<file path="config.mk">
export PLATFORM = sky130hd
export DESIGN_NAME = brog_guard
export DESIGN_NICKNAME = d
export VERILOG_FILES = /design/src/rtl/brog_pkg.sv /design/src/rtl/brog_guard.sv /design/src/rtl/brog_thermal_model.sv
export VERILOG_INCLUDE_DIRS = /design/src /design/src/rtl
export SDC_FILE = /design/constraint.sdc
export NUM_CORES = 2
export LEC_CHECK = 0
export BUFFER_PORTS_ARGS = -buffer_cell sky130_fd_sc_hd__buf_2
export CORE_UTILIZATION = 30
export CTS_BUF_LIST = sky130_fd_sc_hd__clkbuf_4 sky130_fd_sc_hd__clkbuf_8 sky130_fd_sc_hd__clkbuf_16
export DETAILED_ROUTE_END_ITERATION = 8
export SLEW_MARGIN = 20
export SYNTH_ARGS = -nofsm -noshare
export SYNTH_HDL_FRONTEND = slang
export SYNTH_SLANG_ARGS = --single-unit
</file>
<file path="constraint.sdc">
create_clock -name clk_sys -period 11.9 [get_ports clk_sys]
set_input_delay 0 -clock clk_sys [delete_from_list [all_inputs] [get_ports clk_sys]]
set_output_delay 0 -clock clk_sys [all_outputs]
set_load 0.01 [all_outputs]
</file>
<file path="src/rtl/brog_defines.svh">
`ifndef BROG_DEFINES_SVH
`define BROG_DEFINES_SVH

// ----------------------------------------------------------------------------
// Register byte offsets
// ----------------------------------------------------------------------------
`define BROG_ADR_POWER   8'h00
`define BROG_ADR_TAU     8'h04
`define BROG_ADR_RES     8'h08
`define BROG_ADR_MODE    8'h0c
`define BROG_ADR_LEVEL   8'h10
`define BROG_ADR_STATUS  8'h14

// ----------------------------------------------------------------------------
// Fields and reset values
// ----------------------------------------------------------------------------
`define BROG_ST_ALARM    0
`define BROG_ST_TRIP     1
`define BROG_ST_SUSP     2
`define BROG_ST_CFG      3
`define BROG_MODE_RST    2'h0
`define BROG_CFG_RST     16'h0000

// ----------------------------------------------------------------------------
// Thermal scale, 17'h10000 is full scale
// ----------------------------------------------------------------------------
`define BROG_LVL_FULL    17'h10000
`define BROG_LVL_ALARM   17'h0c000
`define BROG_LVL_RESUME  17'h0f333
`define BROG_FRAC_W      8
`define BROG_TGT_MAX     18'h3ffff
`define BROG_DIV_LAST    6'h2f

// ----------------------------------------------------------------------------
// Timing
// ----------------------------------------------------------------------------
`define BROG_CLK_NS      20
`define BROG_TICK_NS     1000000
`define BROG_TICK_CYCLES (`BROG_TICK_NS / `BROG_CLK_NS)

`endif

</file>
<file path="src/rtl/brog_pkg.sv">
package brog_pkg;

  typedef enum logic [1:0] {TM_IDLE, TM_TARGET, TM_STEP} brog_tm_state_t;

  typedef struct packed {
    brog_tm_state_t st;
    logic [5:0]     cnt;
    logic [32:0]    rem;
    logic [47:0]    quo;
    logic [31:0]    den;
    logic [25:0]    target;
    logic           up;
    logic [24:0]    level;
  } brog_tm_t;

  typedef struct packed {
    logic [31:0] tickCnt;
    logic        tick;
    logic [15:0] power;
    logic [15:0] tau;
    logic [15:0] res;
    logic [1:0]  mode;
    logic        tripped;
    logic        suspended;
    logic        alarm;
    logic        gate;
    logic        ack;
    logic [31:0] dat;
  } brog_guard_t;

endpackage : brog_pkg

</file>
<file path="src/rtl/brog_guard.sv">
`timescale 1ns/1ns
`default_nettype none
`include "brog_defines.svh"

module brog_guard #(
  parameter int TICK_CYCLES = `BROG_TICK_CYCLES
) (
  input  wire logic        clk_sys,
  input  wire logic        sys_rst,
  input  wire logic        wb_cyc_i,
  input  wire logic        wb_stb_i,
  input  wire logic        wb_we_i,
  input  wire logic [7:0]  wb_adr_i,
  input  wire logic [3:0]  wb_sel_i,
  input  wire logic [31:0] wb_dat_i,
  output logic      [31:0] wb_dat_o,
  output logic             wb_ack_o,
  input  wire logic        brakeRequest,
  input  wire logic [15:0] busVolts,
  output logic             brakeGate,
  output logic             brakeAlarm,
  output logic             brakeTrip
);

  brog_pkg::brog_guard_t r_reg;
  brog_pkg::brog_guard_t r_next;

  logic [16:0] level;
  logic        cfgValid;
  logic        hit;
  logic        wr;
  logic        atFull;
  logic        belowResume;
  logic        tripClr;
  logic        tripSet;
  logic [31:0] rdData;

  // --------------------------------------------------------------------------
  // Byte-lane merge for the 16-bit configuration registers
  // --------------------------------------------------------------------------
  function automatic logic [15:0] merge16(
    input logic [15:0] old,
    input logic [31:0] d,
    input logic [3:0]  sel
  );
    merge16 = {sel[1] ? d[15:8] : old[15:8], sel[0] ? d[7:0] : old[7:0]};
  endfunction : merge16

  // --------------------------------------------------------------------------
  // Trip clear decode
  // --------------------------------------------------------------------------
  // Only a status write with bit 1 set in an enabled low byte clears the trip;
  // every other write to status is ignored, as the level and status are read-only.
  function automatic logic isTripClear(
    input logic [7:0]  adr,
    input logic [31:0] d,
    input logic [3:0]  sel
  );
    isTripClear = (adr == `BROG_ADR_STATUS) && sel[0] && d[`BROG_ST_TRIP];
  endfunction : isTripClear

  // --------------------------------------------------------------------------
  // Thermal model
  // --------------------------------------------------------------------------
  // all three values nonzero
  assign cfgValid = (r_reg.power != 16'h0) && (r_reg.tau != 16'h0) && (r_reg.res != 16'h0);

  // One divider is shared by both steps of the model, so a tick costs about a
  // hundred clocks; TICK_CYCLES must leave that much room between ticks.
  brog_thermal_model brog_thermal_model_inst (
    .clk_sys     (clk_sys),
    .sys_rst     (sys_rst),
    .tick        (r_reg.tick),
    .cfgValid    (cfgValid),
    .conducting  (r_reg.gate),
    .busVolts    (busVolts),
    .ratedPower  (r_reg.power),
    .timeConstMs (r_reg.tau),
    .resistance  (r_reg.res),
    .level       (level)
  );

  assign wb_dat_o   = r_reg.dat;
  assign wb_ack_o   = r_reg.ack;
  assign brakeGate  = r_reg.gate;
  assign brakeAlarm = r_reg.alarm;
  assign brakeTrip  = r_reg.tripped;

  // --------------------------------------------------------------------------
  // Read multiplexer
  // --------------------------------------------------------------------------
  always_comb begin
    rdData = 32'h0;
    unique case (wb_adr_i)
      `BROG_ADR_POWER: begin
        rdData = {16'h0, r_reg.power};
      end
      `BROG_ADR_TAU: begin
        rdData = {16'h0, r_reg.tau};
      end
      `BROG_ADR_RES: begin
        rdData = {16'h0, r_reg.res};
      end
      `BROG_ADR_MODE: begin
        rdData = {30'h0, r_reg.mode};
      end
      `BROG_ADR_LEVEL: begin
        rdData = {15'h0, level};
      end
      `BROG_ADR_STATUS: begin
        rdData[`BROG_ST_ALARM] = r_reg.alarm;
        rdData[`BROG_ST_TRIP]  = r_reg.tripped;
        rdData[`BROG_ST_SUSP]  = r_reg.suspended;
        // The configured bit tells software why the level stays at zero.
        rdData[`BROG_ST_CFG]   = cfgValid;
      end
      default: begin
        rdData = 32'h0;
      end
    endcase
  end

  // --------------------------------------------------------------------------
  // Next state
  // --------------------------------------------------------------------------
  always_comb begin
    r_next = r_reg;

    // ------------------------------------------------------------------------
    // Model tick
    // ------------------------------------------------------------------------
    // The model is stepped once per tick; configuration written between
    // ticks is picked up at the next one, so a change of time constant or
    // resistance shows in the level only after up to two ticks.
    if (r_reg.tickCnt == 32'(TICK_CYCLES - 1)) begin
      r_next.tickCnt = 32'h0;
      r_next.tick    = 1'b1;
    end else begin
      r_next.tickCnt = r_reg.tickCnt + 32'h1;
      r_next.tick    = 1'b0;
    end

    // ------------------------------------------------------------------------
    // Register bus
    // ------------------------------------------------------------------------
    // Classic single-cycle Wishbone slave: one wait state, then ack. A strobe
    // that is still held while ack stands is not taken again, which keeps a
    // slow master from writing twice or clearing the trip twice.
    hit        = wb_cyc_i && wb_stb_i && !r_reg.ack;
    wr         = hit && wb_we_i;
    r_next.ack = hit;
    r_next.dat = hit ? rdData : 32'h0;

    if (wr) begin
      unique case (wb_adr_i)
        `BROG_ADR_POWER: begin
          r_next.power = merge16(r_reg.power, wb_dat_i, wb_sel_i);
        end
        `BROG_ADR_TAU: begin
          r_next.tau = merge16(r_reg.tau, wb_dat_i, wb_sel_i);
        end
        `BROG_ADR_RES: begin
          r_next.res = merge16(r_reg.res, wb_dat_i, wb_sel_i);
        end
        `BROG_ADR_MODE: begin
          if (wb_sel_i[0]) begin
            r_next.mode = wb_dat_i[1:0];
          end
        end
        default: begin
          // Level and status ignore writes here; the trip clear is decoded
          // below so that it can be weighed against a new trip.
        end
      endcase
    end

    // ------------------------------------------------------------------------
    // Overload actions
    // ------------------------------------------------------------------------
    // Without all three resistor values the level is held at zero, and
    // neither a trip nor a suspension can start.
    atFull      = cfgValid && (level >= `BROG_LVL_FULL);
    belowResume = (level < `BROG_LVL_RESUME);

    // trip in modes 0 and 1
    tripSet = atFull && !r_reg.mode[1];
    tripClr = wr && isTripClear(wb_adr_i, wb_dat_i, wb_sel_i);
    // A new trip condition outlasts a clear arriving in the same cycle.
    r_next.tripped = tripSet || (r_reg.tripped && !tripClr);

    // Moving back to a trip mode lifts the suspension at once; a level still
    // at full scale then trips on the same edge instead.
    // suspend instead of trip
    r_next.suspended = r_reg.mode[1] && (atFull || (r_reg.suspended && !belowResume));

    // The gate follows the request one cycle late; a suspension or trip
    // takes the switch off before the next pulse.
    r_next.gate = brakeRequest && !r_reg.suspended && !r_reg.tripped;

    r_next.alarm = (level > `BROG_LVL_ALARM) && r_reg.gate;
  end

  // --------------------------------------------------------------------------
  // State register
  // --------------------------------------------------------------------------
  // Configuration clears to zero, so the level stays at zero and nothing trips until software has
  // loaded all three resistor values; the gate still follows the request meanwhile.
  always_ff @(posedge clk_sys or posedge sys_rst) begin
    if (sys_rst) begin
      r_reg       <= '0;
      r_reg.power <= `BROG_CFG_RST;
      r_reg.tau   <= `BROG_CFG_RST;
      r_reg.res   <= `BROG_CFG_RST;
      r_reg.mode  <= `BROG_MODE_RST;
    end else begin
      r_reg <= r_next;
    end
  end

endmodule : brog_guard
`default_nettype wire

</file>
<file path="src/rtl/brog_thermal_model.sv">
`timescale 1ns/1ns
`default_nettype none
`include "brog_defines.svh"

module brog_thermal_model (
  input  wire logic        clk_sys,
  input  wire logic        sys_rst,
  input  wire logic        tick,
  input  wire logic        cfgValid,
  input  wire logic        conducting,
  input  wire logic [15:0] busVolts,
  input  wire logic [15:0] ratedPower,
  input  wire logic [15:0] timeConstMs,
  input  wire logic [15:0] resistance,
  output logic      [16:0] level
);

  brog_pkg::brog_tm_t r_reg;
  brog_pkg::brog_tm_t r_next;

  logic [32:0] trial;
  logic        qbit;
  logic [47:0] qNext;
  logic [17:0] tgt;
  logic [25:0] t26;
  logic [25:0] l26;
  logic [25:0] step;
  logic [26:0] sum27;
  logic [25:0] nl;
  logic [25:0] full26;
  logic [31:0] vsq;

  assign level = r_reg.level[24:`BROG_FRAC_W];

  // --------------------------------------------------------------------------
  // One tick: a shared divider first finds the steady level for the present
  // power, then moves the level a tau-th of the way there.
  // --------------------------------------------------------------------------
  always_comb begin
    r_next = r_reg;
    vsq    = busVolts * busVolts;
    trial  = {r_reg.rem[31:0], r_reg.quo[47]};
    qbit   = (trial >= {1'b0, r_reg.den});
    qNext  = {r_reg.quo[46:0], qbit};
    tgt    = (qNext > 48'(`BROG_TGT_MAX)) ? `BROG_TGT_MAX : qNext[17:0];
    t26    = {tgt, {`BROG_FRAC_W{1'b0}}};
    l26    = {1'b0, r_reg.level};
    full26 = {1'b0, `BROG_LVL_FULL, {`BROG_FRAC_W{1'b0}}};
    // Truncation would stall the level short of its target, so always move.
    step   = (qNext[25:0] == 26'h0) ? 26'h1 : qNext[25:0];
    sum27  = {1'b0, l26} + {1'b0, step};
    if (r_reg.up) begin
      nl = (sum27 > {1'b0, r_reg.target}) ? r_reg.target : sum27[25:0];
    end else begin
      nl = (step >= l26 - r_reg.target) ? r_reg.target : l26 - step;
    end
    if (nl > full26) begin
      nl = full26;
    end
    unique case (r_reg.st)
      brog_pkg::TM_IDLE: begin
        if (tick) begin
          if (!cfgValid) begin
            r_next.level = '0;
          end else begin
            r_next.rem = '0;
            r_next.quo = conducting ? {vsq, 16'h0000} : 48'h0;
            r_next.den = resistance * ratedPower;
            r_next.cnt = `BROG_DIV_LAST;
            r_next.st  = brog_pkg::TM_TARGET;
          end
        end
      end
      brog_pkg::TM_TARGET, brog_pkg::TM_STEP: begin
        r_next.rem = qbit ? trial - {1'b0, r_reg.den} : trial;
        r_next.quo = qNext;
        r_next.cnt = r_reg.cnt - 6'h1;
        if (r_reg.cnt == 6'h0) begin
          if (r_reg.st == brog_pkg::TM_TARGET) begin
            r_next.target = t26;
            r_next.up     = (t26 >= l26);
            r_next.quo    = {22'h0, (t26 >= l26) ? t26 - l26 : l26 - t26};
            r_next.rem    = '0;
            r_next.den    = {16'h0, timeConstMs};
            r_next.cnt    = `BROG_DIV_LAST;
            r_next.st     = brog_pkg::TM_STEP;
          end else begin
            r_next.level = nl[24:0];
            r_next.st    = brog_pkg::TM_IDLE;
          end
        end
      end
    endcase
  end

  always_ff @(posedge clk_sys or posedge sys_rst) begin
    if (sys_rst) begin
      r_reg <= '{st: brog_pkg::TM_IDLE, default: '0};
    end else begin
      r_reg <= r_next;
    end
  end

endmodule : brog_thermal_model
`default_nettype wire
</file>
## Yosys cells after proc, flatten, opt, wreduce, memory -nomap -nowiden

Index checks and enable logic that the tools add are counted.
Widths: inputs -> output; s select.

- $add $sub $neg: 8
- Multiply operators: 2
- Div/mod/pow operators: 0
- $lt $le $gt $ge: 9
- Equality and inequality tests: 14
- Shifts and indexed selects: 0
- Mux-type cells: 23
- Bitwise gates (word level): 0
- Reduce and logical (&&, ||, !) cells: 44

Operators by type and width:

| kind | count |
|---|---|
| $mux 121 | 2 |
| $pmux 121 s2 | 1 |
| $mux 173 | 1 |
| $mux 146 | 1 |
| $mux 26 | 5 |
| $mux 25 | 4 |
| $sub 25x26->26 | 3 |
| $mux 33 | 2 |
| $mul 16x16->32 | 2 |
| $pmux 13 s4 | 1 |
| $pmux 25 s2 | 1 |
| $gt 48x18->1 const B | 1 |
| $mux 48 | 1 |
| $reduce_bool 16->1 | 3 |
| $ge 33x32->1 | 1 |
| $sub 33x32->33 | 1 |
| $add 32x1->32 const B | 1 |
| $eq 32x16->1 const B | 1 |
| $mux 32 | 1 |
| $add 25x26->27 | 1 |
| $gt 27x26->1 | 1 |
| $reduce_and 3->1 | 9 |
| $ge 26x25->1 | 1 |
| $ge 26x26->1 | 1 |
| 26 further kinds | 54 |

- Register bits after elaboration: 284
- Latch bits: 0
- Memory bits (writable): 0
- ROM bits: 0
- Bits of input ports: 66
- Output and inout port bits: 36
- Logic and storage cells: 123
- Memories: 0

## Longest topological paths before layout

- Word-level depth: 12
- Gate-level depth with buffers: 36
- Gate-level depth less buffers: 34

## By module

Synthesis repeated with hierarchy kept, for this count alone.

- Cell total of the unflattened synthesis: 4072
- Area, all modules: 35879.4 um2

Modules (own cells, without submodules):

| module | times used | cells each | area an instance (um2) | seq. area each (um2) |
|---|---|---|---|---|
| brog_thermal_model | 1 | 3636 | 30812.1 | 4103.9 |
| brog_guard | 1 | 436 | 5067.4 | 2627.5 |

## Least setup slack after synthesis

OpenSTA, ideal clock, no wires.

- Path kind: register to register
- Start: register brog_thermal_model_inst.r_reg[135] (netlist name)
- End: register brog_thermal_model_inst.r_reg, in the netlist brog_thermal_model_inst.l26[2]
- Setup time: 95 ps
- Arrival: 6799 ps
- Data required time: 11805 ps
- Path slack: 5005 ps
- Stages on the path, launching flop included: 35
- Path buffers: 3
- Clock period less this slack: 6895 ps
- Cell sequence: dfrtp_1 -> ha_1 -> a21o_1 -> a21oi_1 -> nor2b_1 -> o31ai_1 -> nand4_1 -> nand3_1 -> nand3_1 -> a31oi_1 -> clkbuf_1 -> o41ai_1 -> ha_1 -> fa_1 -> nand2b_1 -> a2111oi_2 -> o31ai_1 -> o211ai_2 -> a21boi_0 -> o21a_1 -> nor2_1 -> nor2_1 -> xnor2_1 -> ha_1 -> a21o_1 -> a21oi_1 -> o221ai_1 -> a21oi_1 -> nand2_1 -> a21oi_1 -> and2_1 -> buf_2 -> clkbuf_1 -> a21oi_1 -> o32ai_2

- Longest elaborated chain between the ends: 12
- Elaborated cells on any way between the ends: 15
- Those cells by class: add/sub (2); order compare (4); mux (8); reduce/logical (1)

Ends and longest elaborated chain:

| item | RTL line | RTL |
|---|---|---|
| from (decl) | brog_thermal_model.sv:18 | `brog_pkg::brog_tm_t r_reg;` |
| from (signal assigned) | brog_thermal_model.sv:100 | `r_reg <= r_next;` |
| $ge 33x32->1 (*) | brog_thermal_model.sv:43 | `qbit = (trial >= {1'b0, r_reg.den});` |
| $logic_not 26->1 | brog_thermal_model.sv:50 | `step = (qNext[25:0] == 26'h0) ? 26'h1 : qNext[25:0];` |
| $mux 26 (*) | brog_thermal_model.sv:50 |  |
| $add 25x26->27 | brog_thermal_model.sv:51 | `sum27 = {1'b0, l26} + {1'b0, step};` |
| $gt 27x26->1 | brog_thermal_model.sv:53 | `nl = (sum27 > {1'b0, r_reg.target}) ? r_reg.target : sum27[25:0];` |
| $mux 26 | brog_thermal_model.sv:53 |  |
| $mux 26 (*) | brog_thermal_model.sv:52 | `if (r_reg.up) begin` |
| $gt 26x25->1 | brog_thermal_model.sv:57 | `if (nl > full26) begin` |
| $mux 25 (*) | brog_thermal_model.sv:57 |  |
| $mux 25 (*) | brog_thermal_model.sv:79 | `if (r_reg.st == brog_pkg::TM_TARGET) begin` |
| $mux 173 (*) | brog_thermal_model.sv:78 | `if (r_reg.cnt == 6'h0) begin` |
| $pmux 25 s2 (*) | brog_thermal_model.sv:60 | `unique case (r_reg.st)` |

Every way passes the cells marked *; elsewhere a longest branch is shown, timed or not. The select of a mux whose other input is x is not followed.
A chain may end at the register's enable or synchronous reset.

## Worst setup path after layout

- Start: register brog_thermal_model_inst.r_reg[53] (netlist name)
- End: register brog_thermal_model_inst.r_reg, in the netlist brog_thermal_model_inst.l26[2]

Same word-level chain as after synthesis.

==> reports/metrics.cfg <==
[pwr]
leakage_nw=19.1
p_sw_mw=1.76
total_power_mw=4.41
intPower_mw=2.65
p_sw_share_pct=39.9
ir_drop_mv=0.186
powerDensity_nw_per_um2=113
pwr-share-clk_pct=25.6
p_comb_share_pct=53.5
p_seq_share_pct=20.9

[clock_network]
hold_buffers=22
cts_buffer_depth=3
cts.sinks=269
insertion_delay_ns=0.57
cts_root_buffer=clkbuf_16
htree_levels=2
clkSlewWorstSetupHoldPaths_ns=0.06
cts_resized=0
post_cts_buffers=0
cts_inserted_buffers=35
cts_tree=yes

[layout]
diodes=0
layout_commonest_cell=inv_1
largest_reg_flops=92
syn_to_final_growth_pct=8.58
final_cell_mix=627 x inv_1, 391 x nand2_1, 388 x ha_1, 363 x fa_1, 318 x nor2_1
fillers=12300
fin_nets=4923
drive_gt1_share_pct=6.71

[setup_path]
startpoint_type=flop
path_class=reg2reg
critical_path_buf_inv_count=1
crit_family=compound AO/OA/AOI/OAI gates
critPathCaptureType=flop
crit_start=brog_thermal_model_inst.r_reg[53]$_DFFE_PP0P_
worstPathArrival_ns=8.89
critPathMaxStageDelay_ns=0.79
required_ns=12.34
worst-path-max-fanout=19
r2r_start=brog_thermal_model_inst.r_reg[53]$_DFFE_PP0P_
critPathSlowestCell=and2_1

[sta]
finalCriticalPeriod_ns=8.46
tightest_slew_ns=1.03
finalHoldViolCount=0
post-route-period-util_pct=71.1
relSlewSlack_pct=31.5
fin_worst_skew_ns=0.0509
slew_viol_final=0
setup_slack_ns=3.44
max_freq_mhz=118
setup_violations=0
rsz0062_at_grt=no
fin_tns_setup_ns=0

[status]
status=finished, final reports clean

[die]
initial_utilization_pct=30.3
die_w_um=348
rows=126
die_area_um2=121000
coreArea_um2=118000
dieHeight_um=348
ios=102

[routing]
wl_per_cell_um=17.2
totalWireLength_um=98400
dr.pass1.iters=5
avgViaCountPerCell=5.04
vias=28900
final_antenna_net_count=0
drt_iter0_drc=1799
drcViolationCount=0

[synth]
synth_edf_count=0
synthFlopType=dfrtp_1
syn_inst=4176
ys_seq_elements=269
synthArstFlopShare_pct=100
yosys_warnings=0
syn_area_um2=35900
ys_types=99
avgSynthCellArea_um2=8.60
ys_seq_area_share_pct=18.7

[placement]
pre_cts_ws_ns=3.57
hpwl_um=76800
gp_congestion=0.921
port_buffers=68

[min_path]
hp-start=wb_adr_i[4]
hp-class=in2reg

[flow_run]
cap_violations=0

[global_route]
gr-usage-all-layers_pct=16.4
grt_pass1_wl_um=161000
gr-total-overflow=0
grt_max_degree=152
antenna_found_initial=1
grt_pass1_vias=29400

[synthesized netlist by cell type (all sizes together) (11+ instances only)]
cell,number,area [um2]
nand4,37,231
nand3,67,335
o221ai,11,109
a221o,13,130
mux2i,16,160
and3,26,168
nor2b,31,194
o21ai,149,746
and2,150,941
nand2,393,1480
o31ai,21,176
fa,363,7270
a221oi,37,324
a21oi,236,1190
nor3,48,245
a22o,16,140
a22oi,21,158
a311oi,12,105
xnor2,116,1020
nor4,43,282
clkbuf,185,694
a21o,64,480
o21a,26,195
dfrtp,269,6730
xor2,59,517
inv,629,2360
a31oi,23,144
ha,389,4870
o21bai,23,173
o22ai,53,332
mux2,57,646
buf,62,394
or3,28,175
nor2,320,1200
o211ai,20,160
a211oi,18,145
nand2b,25,156
[per-layer routing]
metal | vias to the layer above | wire [um] | track usage, %
li1 | 13700 | - | -
met1 | 14300 | 46800 | 23.2
met2 | 760 | 44100 | 26.4
met3 | 129 | 5430 | 2.23
met4 | 0 | 2020 | 3.69
met5 | - | 0 | 0
[worst reg2reg max path, delay by kind of cell, from the launching register on]
family	cells	cell delay (ns)
DFF	1	0.39
AOI/OAI and AO/OA	14	3.86
buffers and inverters	1	0.14
xor gates and xnor gates	1	0.12
and+or+nand+nor	12	2.53
adders and majority gates	4	1.31
[cell families (layout without fill, tap and decap cells)]
| kind of cell | after synthesis | in the layout | share of synthesized area [%] |
|---|---|---|---|
| AO/OA/AOI/OAI | 825 | 825 | 15.4 |
| XOR/XNOR | 175 | 175 | 4.27 |
| adder cells (fa/ha/maj) | 753 | 753 | 33.8 |
| buffers and inverters | 876 | 817 | 9.60 |
| flip-flops | 269 | 269 | 18.7 |
| multiplexers | 73 | 73 | 2.24 |
| other | 1 | 15 | 0.0104 |
| AND/OR/NAND/NOR | 1204 | 1204 | 15.9 |
[through the flow]
stage / utilization [%] / cells / area [um2] / hold slack [ns]
finish: 32.9 / 5731 / 39000 / 0.0506
global route: 32.9 / 5731 / 39000 / 0.0731
CTS: 32.9 / 5730 / 39000 / 0.0296
detailed placement: 31.7 / 5645 / 37500 / 0.265
global placement: 31.7 / 5645 / 37500 / 0.259
floorplan: - / 4190 / 36000 / 0.151
[path summary, 6_finish.rpt]
check	to	slack (ns)	depth (start not counted)
worst max-delay path	brog_thermal_model_inst.l26[2]$_DFFE_PP0P_	3.44	32
worst min-delay path	wb_dat_o[2]$_DFF_PP0_	0.05	4
worst max register to register	brog_thermal_model_inst.l26[2]$_DFFE_PP0P_	3.44	32
worst min register to register	r_reg[88]$_DFF_PP0_	0.46	1
max in group asynchronous	r_reg[108]$_DFF_PP0_	10.29	4
min in group asynchronous	brog_thermal_model_inst.qNext[46]$_DFFE_PP0P_	0.17	3
[layout make-up]
cell class	instances	area, um2	share of cell area [%]
Inverter	629	2370	6.07
Sequential cell	269	6730	17.3
Clock buffer	47	1010	2.60
Timing Repair Buffer	125	843	2.16
Tap cell	1600	2000	5.13
Clock inverter	16	205	0.526
Multi-Input combinational cell	3045	25800	66.2
[power groups by stage]
stage          logic [mW]  registers, mW  clock network (mW)
2_1_floorplan        1.92          0.934                   0
3_3_place_gp         2.35          0.937                   0
3_5_place_dp         2.37          0.937                   0
4_1_cts              2.40          0.920                1.15
5_1_grt              2.74          0.920                1.19
6_report             2.36          0.921                1.13
Power figures use the tool's default switching activity.
